**config.mk**
```make
export PLATFORM = sky130hd
export DESIGN_NAME = qpio_ports
export DESIGN_NICKNAME = d
export VERILOG_FILES = /design/src/shared/qpio_pkg.sv /design/src/core/qpio_ports.sv
export VERILOG_INCLUDE_DIRS = /design/src /design/src/shared
export SDC_FILE = /design/constraint.sdc
export NUM_CORES = 1
export LEC_CHECK = 0
export ABC_AREA = 1
export BUFFER_PORTS_ARGS = -buffer_cell sky130_fd_sc_hd__buf_2
export CAP_MARGIN = 25
export CORE_ASPECT_RATIO = 1.75
export CORE_MARGIN = 5
export CORE_UTILIZATION = 41
export CTS_CLUSTER_DIAMETER = 80
export DETAILED_ROUTE_END_ITERATION = 16
export GPL_TIMING_DRIVEN = 1
export PLACE_DENSITY = 0.7
export SYNTH_ARGS = -nofsm -noshare
export SYNTH_HDL_FRONTEND = slang
export SYNTH_SLANG_ARGS = --single-unit
```
**constraint.sdc**
```tcl
create_clock -name clk -period 2.35 [get_ports clk]
set_input_delay 0.47 -clock clk [delete_from_list [all_inputs] [get_ports clk]]
set_output_delay 0.47 -clock clk [all_outputs]
set_load 0.005 [all_outputs]
```
**src/shared/qpio_params.svh**
```systemverilog
// constants for the quad parallel i/o ports
// Summary of operation
// [RQ1] port 0: eight open-drain pins driven from latch at address 80h
// [RQ2] port 0 latch one leaves pin floating, usable as input
// [RQ3] port 0 carries low address and data during external accesses
// [RQ4] port 0 drives ones strongly while acting as external bus
// [RQ5] port 1 at address 90h is input only, never driven
// [RQ6] port 1 bits reset to one (analog); zero selects digital input
// [RQ7] port 1 pins 0,1,5: timer2 count, timer2 trigger, slave select
// [RQ8] port 2 at a0h bidirectional with pull-ups; ones read as inputs
// [RQ9] port 2 drives high address bytes during external accesses
// [RQ10] port 3 at b0h bidirectional with pull-ups; ones usable as inputs
// [RQ11] port 3 pins carry uart, interrupts, timers, write and read strobes
// [RQ12] alternate functions work only with latch one, else pin held zero
// [RQ13] software avoids general use of pins owned by enabled peripherals
// [RQ14] latches of ports 0, 2, 3 reset to all ones
`ifndef QPIO_PARAMS_SVH
`define QPIO_PARAMS_SVH
`define QPIO_ADDR_P0 8'h80
`define QPIO_ADDR_P1 8'h90
`define QPIO_ADDR_P2 8'ha0
`define QPIO_ADDR_P3 8'hb0
`define QPIO_RESET_LATCH 8'hff
`define QPIO_ALT_P1_T2 0
`define QPIO_ALT_P1_TIMER2_CAPTURE_TRIGGER 1
`define QPIO_ALT_P1_SS 5
`endif

```
**src/shared/qpio_pkg.sv**
```systemverilog
// types for the quad parallel i/o ports
package qpio_pkg;
  typedef struct packed {
    logic [7:0] din;
    logic [7:0] dout;
    logic [7:0] oe;
  } qpio_pins_t;
  typedef struct packed {
    logic bus_active;
    logic addr_phase;
    logic [7:0] addr_lo;
    logic [7:0] wdata;
    logic data_out;
    logic [7:0] addr_hi;
  } qpio_ext_t;
  typedef struct packed {
    logic txd;
    logic rxd_out;
    logic rxd_oe;
    logic wr_n;
    logic rd_n;
  } qpio_alt_out_t;
  typedef struct packed {
    logic timer2_count_input;
    logic timer2_capture_trigger;
    logic spi_select_n;
    logic rxd;
    logic external_irq_zero;
    logic external_irq_one;
    logic timer0_count_input;
    logic timer1_count_input;
  } qpio_alt_in_t;
endpackage

```
**src/core/qpio_ports.sv**
```systemverilog
// quad parallel i/o ports with wishbone register access
`timescale 1ns/1ps
`include "qpio_params.svh"
module qpio_ports (
  input wire logic clk,
  input wire logic rst_n,
  input wire logic wb_cyc_i,
  input wire logic wb_stb_i,
  input wire logic wb_we_i,
  input wire logic [7:0] wb_adr_i,
  input wire logic [3:0] wb_sel_i,
  input wire logic [31:0] wb_dat_i,
  output logic [31:0] wb_dat_o,
  output logic wb_ack_o,
  input wire qpio_pkg::qpio_ext_t ext_i,
  input wire qpio_pkg::qpio_alt_out_t alt_i,
  output qpio_pkg::qpio_alt_in_t alt_o,
  input wire logic [7:0] p0_in,
  output logic [7:0] p0_out,
  output logic [7:0] p0_oe,
  input wire logic [7:0] p1_in,
  output logic [7:0] p1_digital_in,
  input wire logic [7:0] p2_in,
  output logic [7:0] p2_out,
  output logic [7:0] p2_oe,
  input wire logic [7:0] p3_in,
  output logic [7:0] p3_out,
  output logic [7:0] p3_oe
);
  import qpio_pkg::*;

  // ----------------------------------------
  // latches
  // ----------------------------------------
  logic [7:0] port0_output_latch;
  logic [7:0] port1_input_config;
  logic [7:0] port2_output_latch;
  logic [7:0] port3_output_latch;
  logic wb_req;
  logic [7:0] next_p0_out;
  logic [7:0] next_p0_oe;
  logic [7:0] next_p3_drv;
  logic [7:0] next_p3_oe;

  assign wb_req = wb_cyc_i && wb_stb_i && !wb_ack_o;

  function automatic logic [7:0] merge_byte(input logic [7:0] old, input logic [31:0] d, input logic [3:0] sel);
    merge_byte = sel[0] ? d[7:0] : old;
  endfunction

  always_ff @(posedge clk) begin
    if (!rst_n) begin
      port0_output_latch <= `QPIO_RESET_LATCH; // RQ14
      port1_input_config <= `QPIO_RESET_LATCH; // RQ6
      port2_output_latch <= `QPIO_RESET_LATCH; // RQ14
      port3_output_latch <= `QPIO_RESET_LATCH; // RQ14
    end else if (wb_req && wb_we_i) begin
      case (wb_adr_i)
        `QPIO_ADDR_P0: port0_output_latch <= merge_byte(port0_output_latch, wb_dat_i, wb_sel_i); // RQ1
        `QPIO_ADDR_P1: port1_input_config <= merge_byte(port1_input_config, wb_dat_i, wb_sel_i); // RQ6
        `QPIO_ADDR_P2: port2_output_latch <= merge_byte(port2_output_latch, wb_dat_i, wb_sel_i); // RQ8
        `QPIO_ADDR_P3: port3_output_latch <= merge_byte(port3_output_latch, wb_dat_i, wb_sel_i); // RQ10
        default: begin
        end
      endcase
    end
  end

  // ----------------------------------------
  // bus answer
  // ----------------------------------------
  always_ff @(posedge clk) begin
    if (!rst_n) begin
      wb_ack_o <= 1'b0;
      wb_dat_o <= 32'h0;
    end else begin
      wb_ack_o <= wb_req;
      if (wb_req && !wb_we_i) begin
        case (wb_adr_i)
          `QPIO_ADDR_P0: wb_dat_o <= {24'h0, p0_in};
          `QPIO_ADDR_P1: wb_dat_o <= {24'h0, p1_in}; // RQ5
          `QPIO_ADDR_P2: wb_dat_o <= {24'h0, p2_in}; // RQ8
          `QPIO_ADDR_P3: wb_dat_o <= {24'h0, p3_in}; // RQ10
          default: wb_dat_o <= 32'h0;
        endcase
      end else begin
        wb_dat_o <= 32'h0;
      end
    end
  end

  // ----------------------------------------
  // port 0 open drain / external bus
  // ----------------------------------------
  always_comb begin
    if (ext_i.bus_active) begin
      next_p0_out = ext_i.addr_phase ? ext_i.addr_lo : ext_i.wdata; // RQ3
      next_p0_oe = (ext_i.addr_phase || ext_i.data_out) ? 8'hff : 8'h00; // RQ4
    end else begin
      next_p0_out = 8'h00;
      next_p0_oe = ~port0_output_latch; // RQ1 RQ2
    end
  end

  // ----------------------------------------
  // port 3 alternate outputs
  // ----------------------------------------
  always_comb begin
    next_p3_drv = port3_output_latch;
    next_p3_drv[0] = port3_output_latch[0] & (alt_i.rxd_oe ? alt_i.rxd_out : 1'b1); // RQ11 RQ12
    next_p3_drv[1] = port3_output_latch[1] & alt_i.txd; // RQ11 RQ12
    next_p3_drv[6] = port3_output_latch[6] & alt_i.wr_n; // RQ11 RQ12
    next_p3_drv[7] = port3_output_latch[7] & alt_i.rd_n; // RQ11 RQ12
    next_p3_oe = ~next_p3_drv; // RQ10
  end

  // ----------------------------------------
  // registered pin outputs
  // ----------------------------------------
  always_ff @(posedge clk) begin
    if (!rst_n) begin
      p0_out <= 8'h00;
      p0_oe <= 8'h00;
      p2_out <= 8'hff;
      p2_oe <= 8'h00;
      p3_out <= 8'hff;
      p3_oe <= 8'h00;
      p1_digital_in <= 8'h00;
    end else begin
      p0_out <= next_p0_out;
      p0_oe <= next_p0_oe;
      p2_out <= ext_i.bus_active ? ext_i.addr_hi : port2_output_latch; // RQ9
      p2_oe <= ext_i.bus_active ? 8'hff : ~port2_output_latch; // RQ8 RQ9
      p3_out <= next_p3_drv;
      p3_oe <= next_p3_oe;
      p1_digital_in <= ~port1_input_config; // RQ5 RQ6
    end
  end

  // ----------------------------------------
  // alternate inputs gated by latch
  // ----------------------------------------
  always_ff @(posedge clk) begin
    if (!rst_n) begin
      alt_o <= '0;
    end else begin
      alt_o.timer2_count_input <= p1_in[`QPIO_ALT_P1_T2] & port1_input_config[`QPIO_ALT_P1_T2]; // RQ7 RQ12
      alt_o.timer2_capture_trigger <= p1_in[`QPIO_ALT_P1_TIMER2_CAPTURE_TRIGGER] & port1_input_config[`QPIO_ALT_P1_TIMER2_CAPTURE_TRIGGER]; // RQ7 RQ12
      alt_o.spi_select_n <= p1_in[`QPIO_ALT_P1_SS] & port1_input_config[`QPIO_ALT_P1_SS]; // RQ7 RQ12
      alt_o.rxd <= p3_in[0] & port3_output_latch[0]; // RQ11 RQ12
      alt_o.external_irq_zero <= p3_in[2] & port3_output_latch[2]; // RQ11 RQ12
      alt_o.external_irq_one <= p3_in[3] & port3_output_latch[3]; // RQ11 RQ12
      alt_o.timer0_count_input <= p3_in[4] & port3_output_latch[4]; // RQ11 RQ12
      alt_o.timer1_count_input <= p3_in[5] & port3_output_latch[5]; // RQ11 RQ12
    end
  end
endmodule

```
==> impl_metrics.py, run 1 <==
metrics = {
    "run_status": {
        "status": "completed",
    },
    "sta": {
        "maxSlewHeadroom_pct": 64.4,
        "setup_viol": 0,
        "drv_slew": 0,
        "finalCritPeriodShare_pct": 59.2,
        "skew_ps": 5.58,
        "worst_hold_slack_ps": 330,
        "rsz0062_at_grt": "false",
        "fin_crit_ps": 1390,
        "worstMarginPinSlew_ps": 533,
        "setup-tns-final_ps": 0,
        "hold_viol": 0,
        "timing.fmax_mhz": 718,
        "worst_slack_ps": 958,
    },
    "route": {
        "routed_wl_um": 9660,
        "vias": 3363,
        "drt_iter0_markers": 145,
        "wl_met1_um": 3550,
        "viasPerCell": 4.61,
        "drc_errors": 0,
        "antenna_left": 0,
        "top_layer_used": "met4",
        "first_pass_iters": 4,
        "wl_met3_um": 786,
        "wire_per_inst_um": 13.2,
        "dr_wl_met2_um": 5080,
    },
    "clocking": {
        "cts-root-buf": "clkbuf_16",
        "clockBufferDepth": 2,
        "clk_latency_ps": 330,
        "cts_resized": 0,
        "cts_htree_levels": 3,
        "cts.sinks": 105,
        "clk_pin_slew_ps": 70,
        "cts_tree": "done",
        "cts_hold_buffers": 0,
        "post_cts_buffers": 0,
        "cts_buffers": 9,
    },
    "yosys": {
        "synth_edf_count": 0,
        "syn_area_um2": 3890,
        "yosysUniqueCellTypes": 23,
        "yosysSeqAreaShare_pct": 54.0,
        "synth_xor_area_share_pct": 0,
        "synthFlopType": "dfxtp_1",
        "synth_top_family_by_area": "simple AND/OR/NAND/NOR gates",
        "avgSynthCellArea_um2": 8.57,
        "synthCells": 454,
        "synth_fa_ha_area_share_pct": 0,
        "synth_compound_area_share_pct": 3.79,
        "synth_top_area_share_pct": 54.0,
        "yosys-top-cells-area": "dfxtp_1 54%, nand3_1 12%, nand2_1 9.3%",
        "muxShareOfSynthArea_pct": 0,
        "synth-seq-cells": 105,
        "yosys_warnings": 0,
        "yosys.area_share.simple_pct": 31.8,
        "synthTopCellsByCount": "105 x dfxtp_1, 97 x nand3_1, 96 x nand2_1",
        "async_flop_share_pct": 0,
        "synth.most_common_cell": "dfxtp_1",
        "yosysTopAreaCell": "dfxtp_1",
    },
    "placed_design": {
        "post-place-ws_ps": 603,
        "hpwl_um": 7540,
        "routabilityCongestion": 0.823,
        "io_buffers": 158,
    },
    "layout": {
        "drive_gt1_share_pct": 31.9,
        "area_growth_pct": 26.6,
        "insertedDiodeCount": 0,
        "seq_area_um2": 2100,
        "nets": 717,
        "multi_input_area_um2": 1470,
        "fill_cells": 887,
    },
    "floorplanning": {
        "coreArea_um2": 9350,
        "die_w_um": 83.7,
        "ioPinCount": 210,
        "num_rows": 47,
        "dieArea_um2": 11600,
        "start_util_pct": 41.6,
        "fp.dieH_um": 139,
    },
    "global_routing": {
        "gr-total-overflow": 0,
        "antenna_found_initial": 0,
        "grtUsageTotal_pct": 16.5,
        "grt_start_max_net_pins": 37,
        "first_global_vias": 3310,
        "grt_pass1_wl_um": 15700,
    },
    "critical_path": {
        "cp_top_family": "simple AND/OR/NAND/NOR gates",
        "path_buf_inv": 2,
        "path_common_cell": "nand2_4",
        "worstPathArrival_ps": 1600,
        "worst_setup_path_end_kind": "flip-flop",
        "path_cells": "buf_2, inv_2, nand2_4, nor2_4, and2_1, nand2_4, nand2_1, nand3_1",
        "slowest_stage": "and2_1",
        "critPathRequiredTime_ps": 2560,
        "cp_max_fo": 9,
        "path_class": "in -> reg",
        "cp_slowest_stage_delay_ps": 370,
        "cp-start-kind": "primary input",
    },
    "pwr": {
        "leakagePower_nw": 2.59,
        "cellPowerDensity_nw_per_um2": 742,
        "ir_worst_vdd_v": 0.000432,
    },
    "hold_path": {
        "hold_path.class": "in -> reg",
    },
    "flow_run": {
        "maxCapViolations": 0,
    },
}
==> layout make-up <==
type	instances	share of cell area (%)
inverters	18	1.37
clock inverters	4	1.57
repair buffers	161	16.5
flip-flops and latches	105	42.6
well taps	122	3.10
clock buffers	11	4.92
multi-input cells	309	29.9
==> report_power, final <==
part | switching, mW | internal [mW]
logic | 0.151 | 0.106
clock network | 0.608 | 0.960
registers | 0.00872 | 1.82
total | 0.768 | 2.89
==> stage by stage <==
stage	util, %	power (mW)	cell area [um2]	std cells
after floorplan	-	2.01	3980	477
after global placement	49.3	2.13	4610	715
after global routing	52.7	3.81	4930	730
after detailed placement	49.3	2.13	4610	715
after CTS	52.7	3.70	4930	730
final	52.7	3.66	4930	730
==> layout by cell type (no fill, tap or decap), types with 3 or more instances in the layout <==
cell type    n
a21oi_1     19
nor2_4       4
or2_1        6
buf_4        3
nand3_1     97
conb_1      24
nor2_1      39
inv_2        4
clkbuf_16    9
and2_4       3
o21ai_1      9
dfxtp_1    105
nand2_4      5
inv_1       14
buf_2      158
nand2_1     96
==> state kept, by name (all words and copies together) (netlist names) <==
signal / cells
p1_digital_in: 8
port0_output_latch: 8
port1_input_config: 8
wb_dat_o: 8
port2_output_latch: 8
p2_out: 8
p0_oe: 8
p3_oe: 8
p0_out: 8
alt_o: 8
p2_oe: 8
wb_ack_o: 1
p3_out: 8
port3_output_latch: 8
==> path summary, 6_finish.rpt <==
kind | to | slack, ps | depth (start not counted) | start
worst min-delay path | p2_out[5]$_SDFF_PN1_ | 330 | 3 | ext_i[5]
worst max register to register | port2_output_latch[3]$_SDFFE_PN1P_ | 990 | 5 | wb_ack_o$_SDFF_PN0_
worst max-delay path | port3_output_latch[1]$_SDFFE_PN1P_ | 960 | 8 | wb_adr_i[6]
worst min register to register | p1_digital_in[6]$_SDFF_PN0_ | 420 | 1 | port1_input_config[6]$_SDFFE_PN1P_
==> per-layer routing <==
metal	track usage, %	up-vias
li1	-	1712
met1	17.2	1489
met2	30.2	146
met3	5.23	16
met4	6.69	0
met5	0	-
==> cell families after synthesis <==
logic type             count (synthesis)
AOI/OAI and AO/OA                     29
buffers and inverters                 63
DFF                                  105
other                                  1
and+or+nand+nor                      256
==> worst reg2reg max path, stage by stage, from the launching register on <==
cell	delay [ps]
dfxtp_1	310
nand3b_4	180
nor2_8	440
nand2_4	150
nand2_1	90
nand3_1	70
Note: power is estimated with default switching activity, not from simulation.
==> inputs of run 2 (changes only) <==
--- a/config.mk
+++ b/config.mk
@@ -6,16 +6,16 @@
 export SDC_FILE = /design/constraint.sdc
 export NUM_CORES = 1
 export LEC_CHECK = 0
-export ABC_AREA = 1
+export ABC_AREA = 0
 export BUFFER_PORTS_ARGS = -buffer_cell sky130_fd_sc_hd__buf_2
 export CAP_MARGIN = 25
 export CORE_ASPECT_RATIO = 1.75
 export CORE_MARGIN = 5
-export CORE_UTILIZATION = 41
+export CORE_UTILIZATION = 39
 export CTS_CLUSTER_DIAMETER = 80
 export DETAILED_ROUTE_END_ITERATION = 16
 export GPL_TIMING_DRIVEN = 1
-export PLACE_DENSITY = 0.7
+export PLACE_DENSITY = 0.71
 export SYNTH_ARGS = -nofsm -noshare
 export SYNTH_HDL_FRONTEND = slang
 export SYNTH_SLANG_ARGS = --single-unit
==> constraint.sdc (replaced) <==
create_clock -name clk -period 1.2 [get_ports clk]
set_input_delay 0.24 -clock clk [delete_from_list [all_inputs] [get_ports clk]]
set_output_delay 0.24 -clock clk [all_outputs]
set_load 0.005 [all_outputs]
==> impl_metrics.py, run 2 <==
metrics = {
    "global_routing": {
        "grt_use_met1_pct": 17.0,
        "grt_util_met2_pct": 28.7,
        "gr-total-overflow": 0,
        "grtUsageTotal_pct": 16.2,
        "first_global_vias": 2977,
        "antenna_found_initial": 0,
        "grt_start_max_net_pins": 39,
        "met3_usage_pct": 5.91,
        "grt-busiest-layer": "met2",
        "grt_pass1_wl_um": 15000,
    },
    "floorplanning": {
        "coreArea_um2": 9410,
        "start_util_pct": 39.6,
        "num_rows": 47,
        "fp.dieH_um": 139,
        "ioPinCount": 210,
        "dieArea_um2": 11700,
        "die_w_um": 83.9,
    },
    "hold_path": {
        "holdPathStages": 3,
        "hold_path.class": "in -> reg",
        "min_delay_worst_endpoint": "p2_out[5]$_SDFF_PN1_",
        "holdCritStartpoint": "ext_i[5]",
    },
    "flow_run": {
        "maxCapViolations": 0,
    },
    "yosys": {
        "synth_top_area_share_pct": 56.5,
        "yosysUniqueCellTypes": 26,
        "synth_top_family_by_area": "simple AND/OR/NAND/NOR gates",
        "synth_edf_count": 0,
        "yosys.area_share.simple_pct": 16.7,
        "avgSynthCellArea_um2": 11.5,
        "yosys_warnings": 0,
        "yosys-top-cells-area": "dfxtp_1 56%, mux2i_1 11%, nor2b_1 8.2%",
        "synth.most_common_cell": "dfxtp_1",
        "synth_compound_area_share_pct": 3.02,
        "synthFlopType": "dfxtp_1",
        "synth_xor_area_share_pct": 0,
        "synth-seq-cells": 105,
        "synthTopCellsByCount": "105 x dfxtp_1, 49 x nor2b_1, 40 x mux2i_1",
        "async_flop_share_pct": 0,
        "yosysTopAreaCell": "dfxtp_1",
        "synthCells": 323,
        "muxShareOfSynthArea_pct": 15.6,
        "syn_area_um2": 3720,
        "yosysSeqAreaShare_pct": 56.5,
        "synth_fa_ha_area_share_pct": 0,
    },
    "layout": {
        "postLayoutCellArea_um2": 5050,
        "insertedDiodeCount": 0,
        "fill_cells": 858,
        "area_growth_pct": 35.5,
        "drive_gt1_share_pct": 43.0,
        "final_cell_mix": "158 x buf_2, 105 x dfxtp_1, 46 x nor2b_1, 39 x mux2i_1, 24 x conb_1",
        "nets": 615,
        "seq_area_um2": 2100,
        "multi_input_area_um2": 1440,
        "final_common_cell": "buf_2",
    },
    "sta": {
        "fin_crit_ps": 1270,
        "worst_slack_ps": -68.6,
        "skew_ps": 9.76,
        "setup_viol": 16,
        "worst_hold_slack_ps": 91.6,
        "hold_viol": 0,
        "rsz0062_at_grt": "true",
        "timing.fmax_mhz": 788,
        "finalCritPeriodShare_pct": 106,
        "drv_slew": 0,
    },
    "critical_path": {
        "cp_max_fo": 8,
        "cp_slowest_stage_delay_ps": 360,
        "path_class": "reg -> reg",
        "r2r-end": "port0_output_latch[4]$_SDFFE_PN1P_",
        "slowest_stage": "and4_4",
        "regToRegSetupSlack_ps": -70,
        "critPathRequiredTime_ps": 1460,
        "worst_setup_path_end_kind": "flip-flop",
        "reg2reg_depth": 3,
        "path_cells": "and3b_2, and4_4, mux2i_2",
        "cp-start-kind": "flip-flop",
        "timing.rr.start": "wb_ack_o$_SDFF_PN0_",
        "worstPathArrival_ps": 1530,
    },
    "placed_design": {
        "io_buffers": 158,
        "hpwl_um": 7280,
        "post-place-ws_ps": -248,
        "routabilityCongestion": 0.868,
        "dpl_cell_area_um2": 4690,
    },
    "clocking": {
        "clk_pin_slew_ps": 70,
        "cts.sinks": 105,
        "clk_latency_ps": 340,
        "cts_tree": "done",
        "cts_buffers": 9,
        "cts-root-buf": "clkbuf_16",
        "cts_htree_levels": 3,
        "clockBufferDepth": 2,
        "cts_hold_buffers": 0,
    },
    "pwr": {
        "ir_worst_vdd_v": 0.000731,
        "leakagePower_nw": 2.47,
        "cellPowerDensity_nw_per_um2": 1390,
    },
    "route": {
        "drc_errors": 0,
        "viasPerCell": 4.47,
        "drt_iter0_markers": 151,
        "antenna_left": 0,
        "wire_per_inst_um": 14.6,
        "vias": 2810,
        "routed_wl_um": 9160,
        "first_pass_iters": 4,
    },
    "run_status": {
        "violations": "negative setup slack",
        "status": "finished, violations left",
    },
}
-- run 2: cell types whose count changed in the layout (fill, tap and decap cells not counted), sizes merged, moves of 8 or more --
cell,previous run,this run
nor2,45,9
or2,8,0
mux2i,0,40
nand2,101,21
nor2b,0,49
nand3,97,0
mux4,0,8
a21oi,19,8
and3,0,8
buf,161,184
o21ai,9,1
-- run 2: power by group --
group	leakage [nW]	switching [mW]	total, mW	internal [mW]
combinational	1.47	0.275	0.609	0.335
clock	0.140	1.34	2.80	1.46
sequential	0.859	0.0175	3.59	3.57
-- run 2: worst max path at each step --
stage / start / end / slack, ps / depth (start not counted)
after floorplan: wb_adr_i[3] / port0_output_latch[0]$_SDFFE_PN1P_ / -40 / 4
after global placement: wb_adr_i[3] / port0_output_latch[6]$_SDFFE_PN1P_ / -190 / 4
after detailed placement: wb_adr_i[3] / port0_output_latch[4]$_SDFFE_PN1P_ / -250 / 4
after CTS: wb_ack_o$_SDFF_PN0_ / port1_input_config[4]$_SDFFE_PN1P_ / -60 / 3
after global routing: wb_ack_o$_SDFF_PN0_ / port0_output_latch[4]$_SDFFE_PN1P_ / -140 / 3
final: wb_ack_o$_SDFF_PN0_ / port0_output_latch[4]$_SDFFE_PN1P_ / -70 / 3
-- run 2: final cells by class --
| class | instances | share of cell area [%] |
|---|---|---|
| clock inverters | 6 | 1.09 |
| clock buffers | 10 | 4.54 |
| flip-flops and latches | 105 | 41.7 |
| inverters | 9 | 0.669 |
| multi-input cells | 193 | 28.6 |
| well taps | 122 | 3.03 |
| repair buffers | 184 | 20.4 |
-- run 2: layer usage --
layer	vias to the layer above	share of wire, %
met4	0	2.3
met3	14	9.5
li1	1382	-
met2	144	53
met5	-	0
met1	1270	36
-- run 2: timing repair --
item                       4_1_cts  5_1_grt
pin swaps                        1        4
setup endpoints to repair       31       28
gates resized for setup          3       11
buffers inserted                 0        1
-- run 2: metrics by stage --
step	instances	TNS (ps)	power, mW	util, %
2_1_floorplan	346	-966	3.99	-
3_3_place_gp	612	-6290	4.25	49.9
3_5_place_dp	612	-7120	4.27	49.9
4_1_cts	628	-645	7.07	52.9
5_1_grt	629	-2200	7.30	53.6
6_report	629	-477	6.99	53.6
-- run 2: cells by family after synthesis --
group                  after synthesis
DFF                                105
and+or+nand+nor                    103
muxes                               48
buffers and inverters               48
AOI/OAI and AO/OA                   18
other                                1
-- run 2: critical path: cells and delay by family, from the launching register on --
kind	cells	cell delay (ps)
AND/OR/NAND/NOR	2	660
flip-flops	1	310
multiplexers	1	230
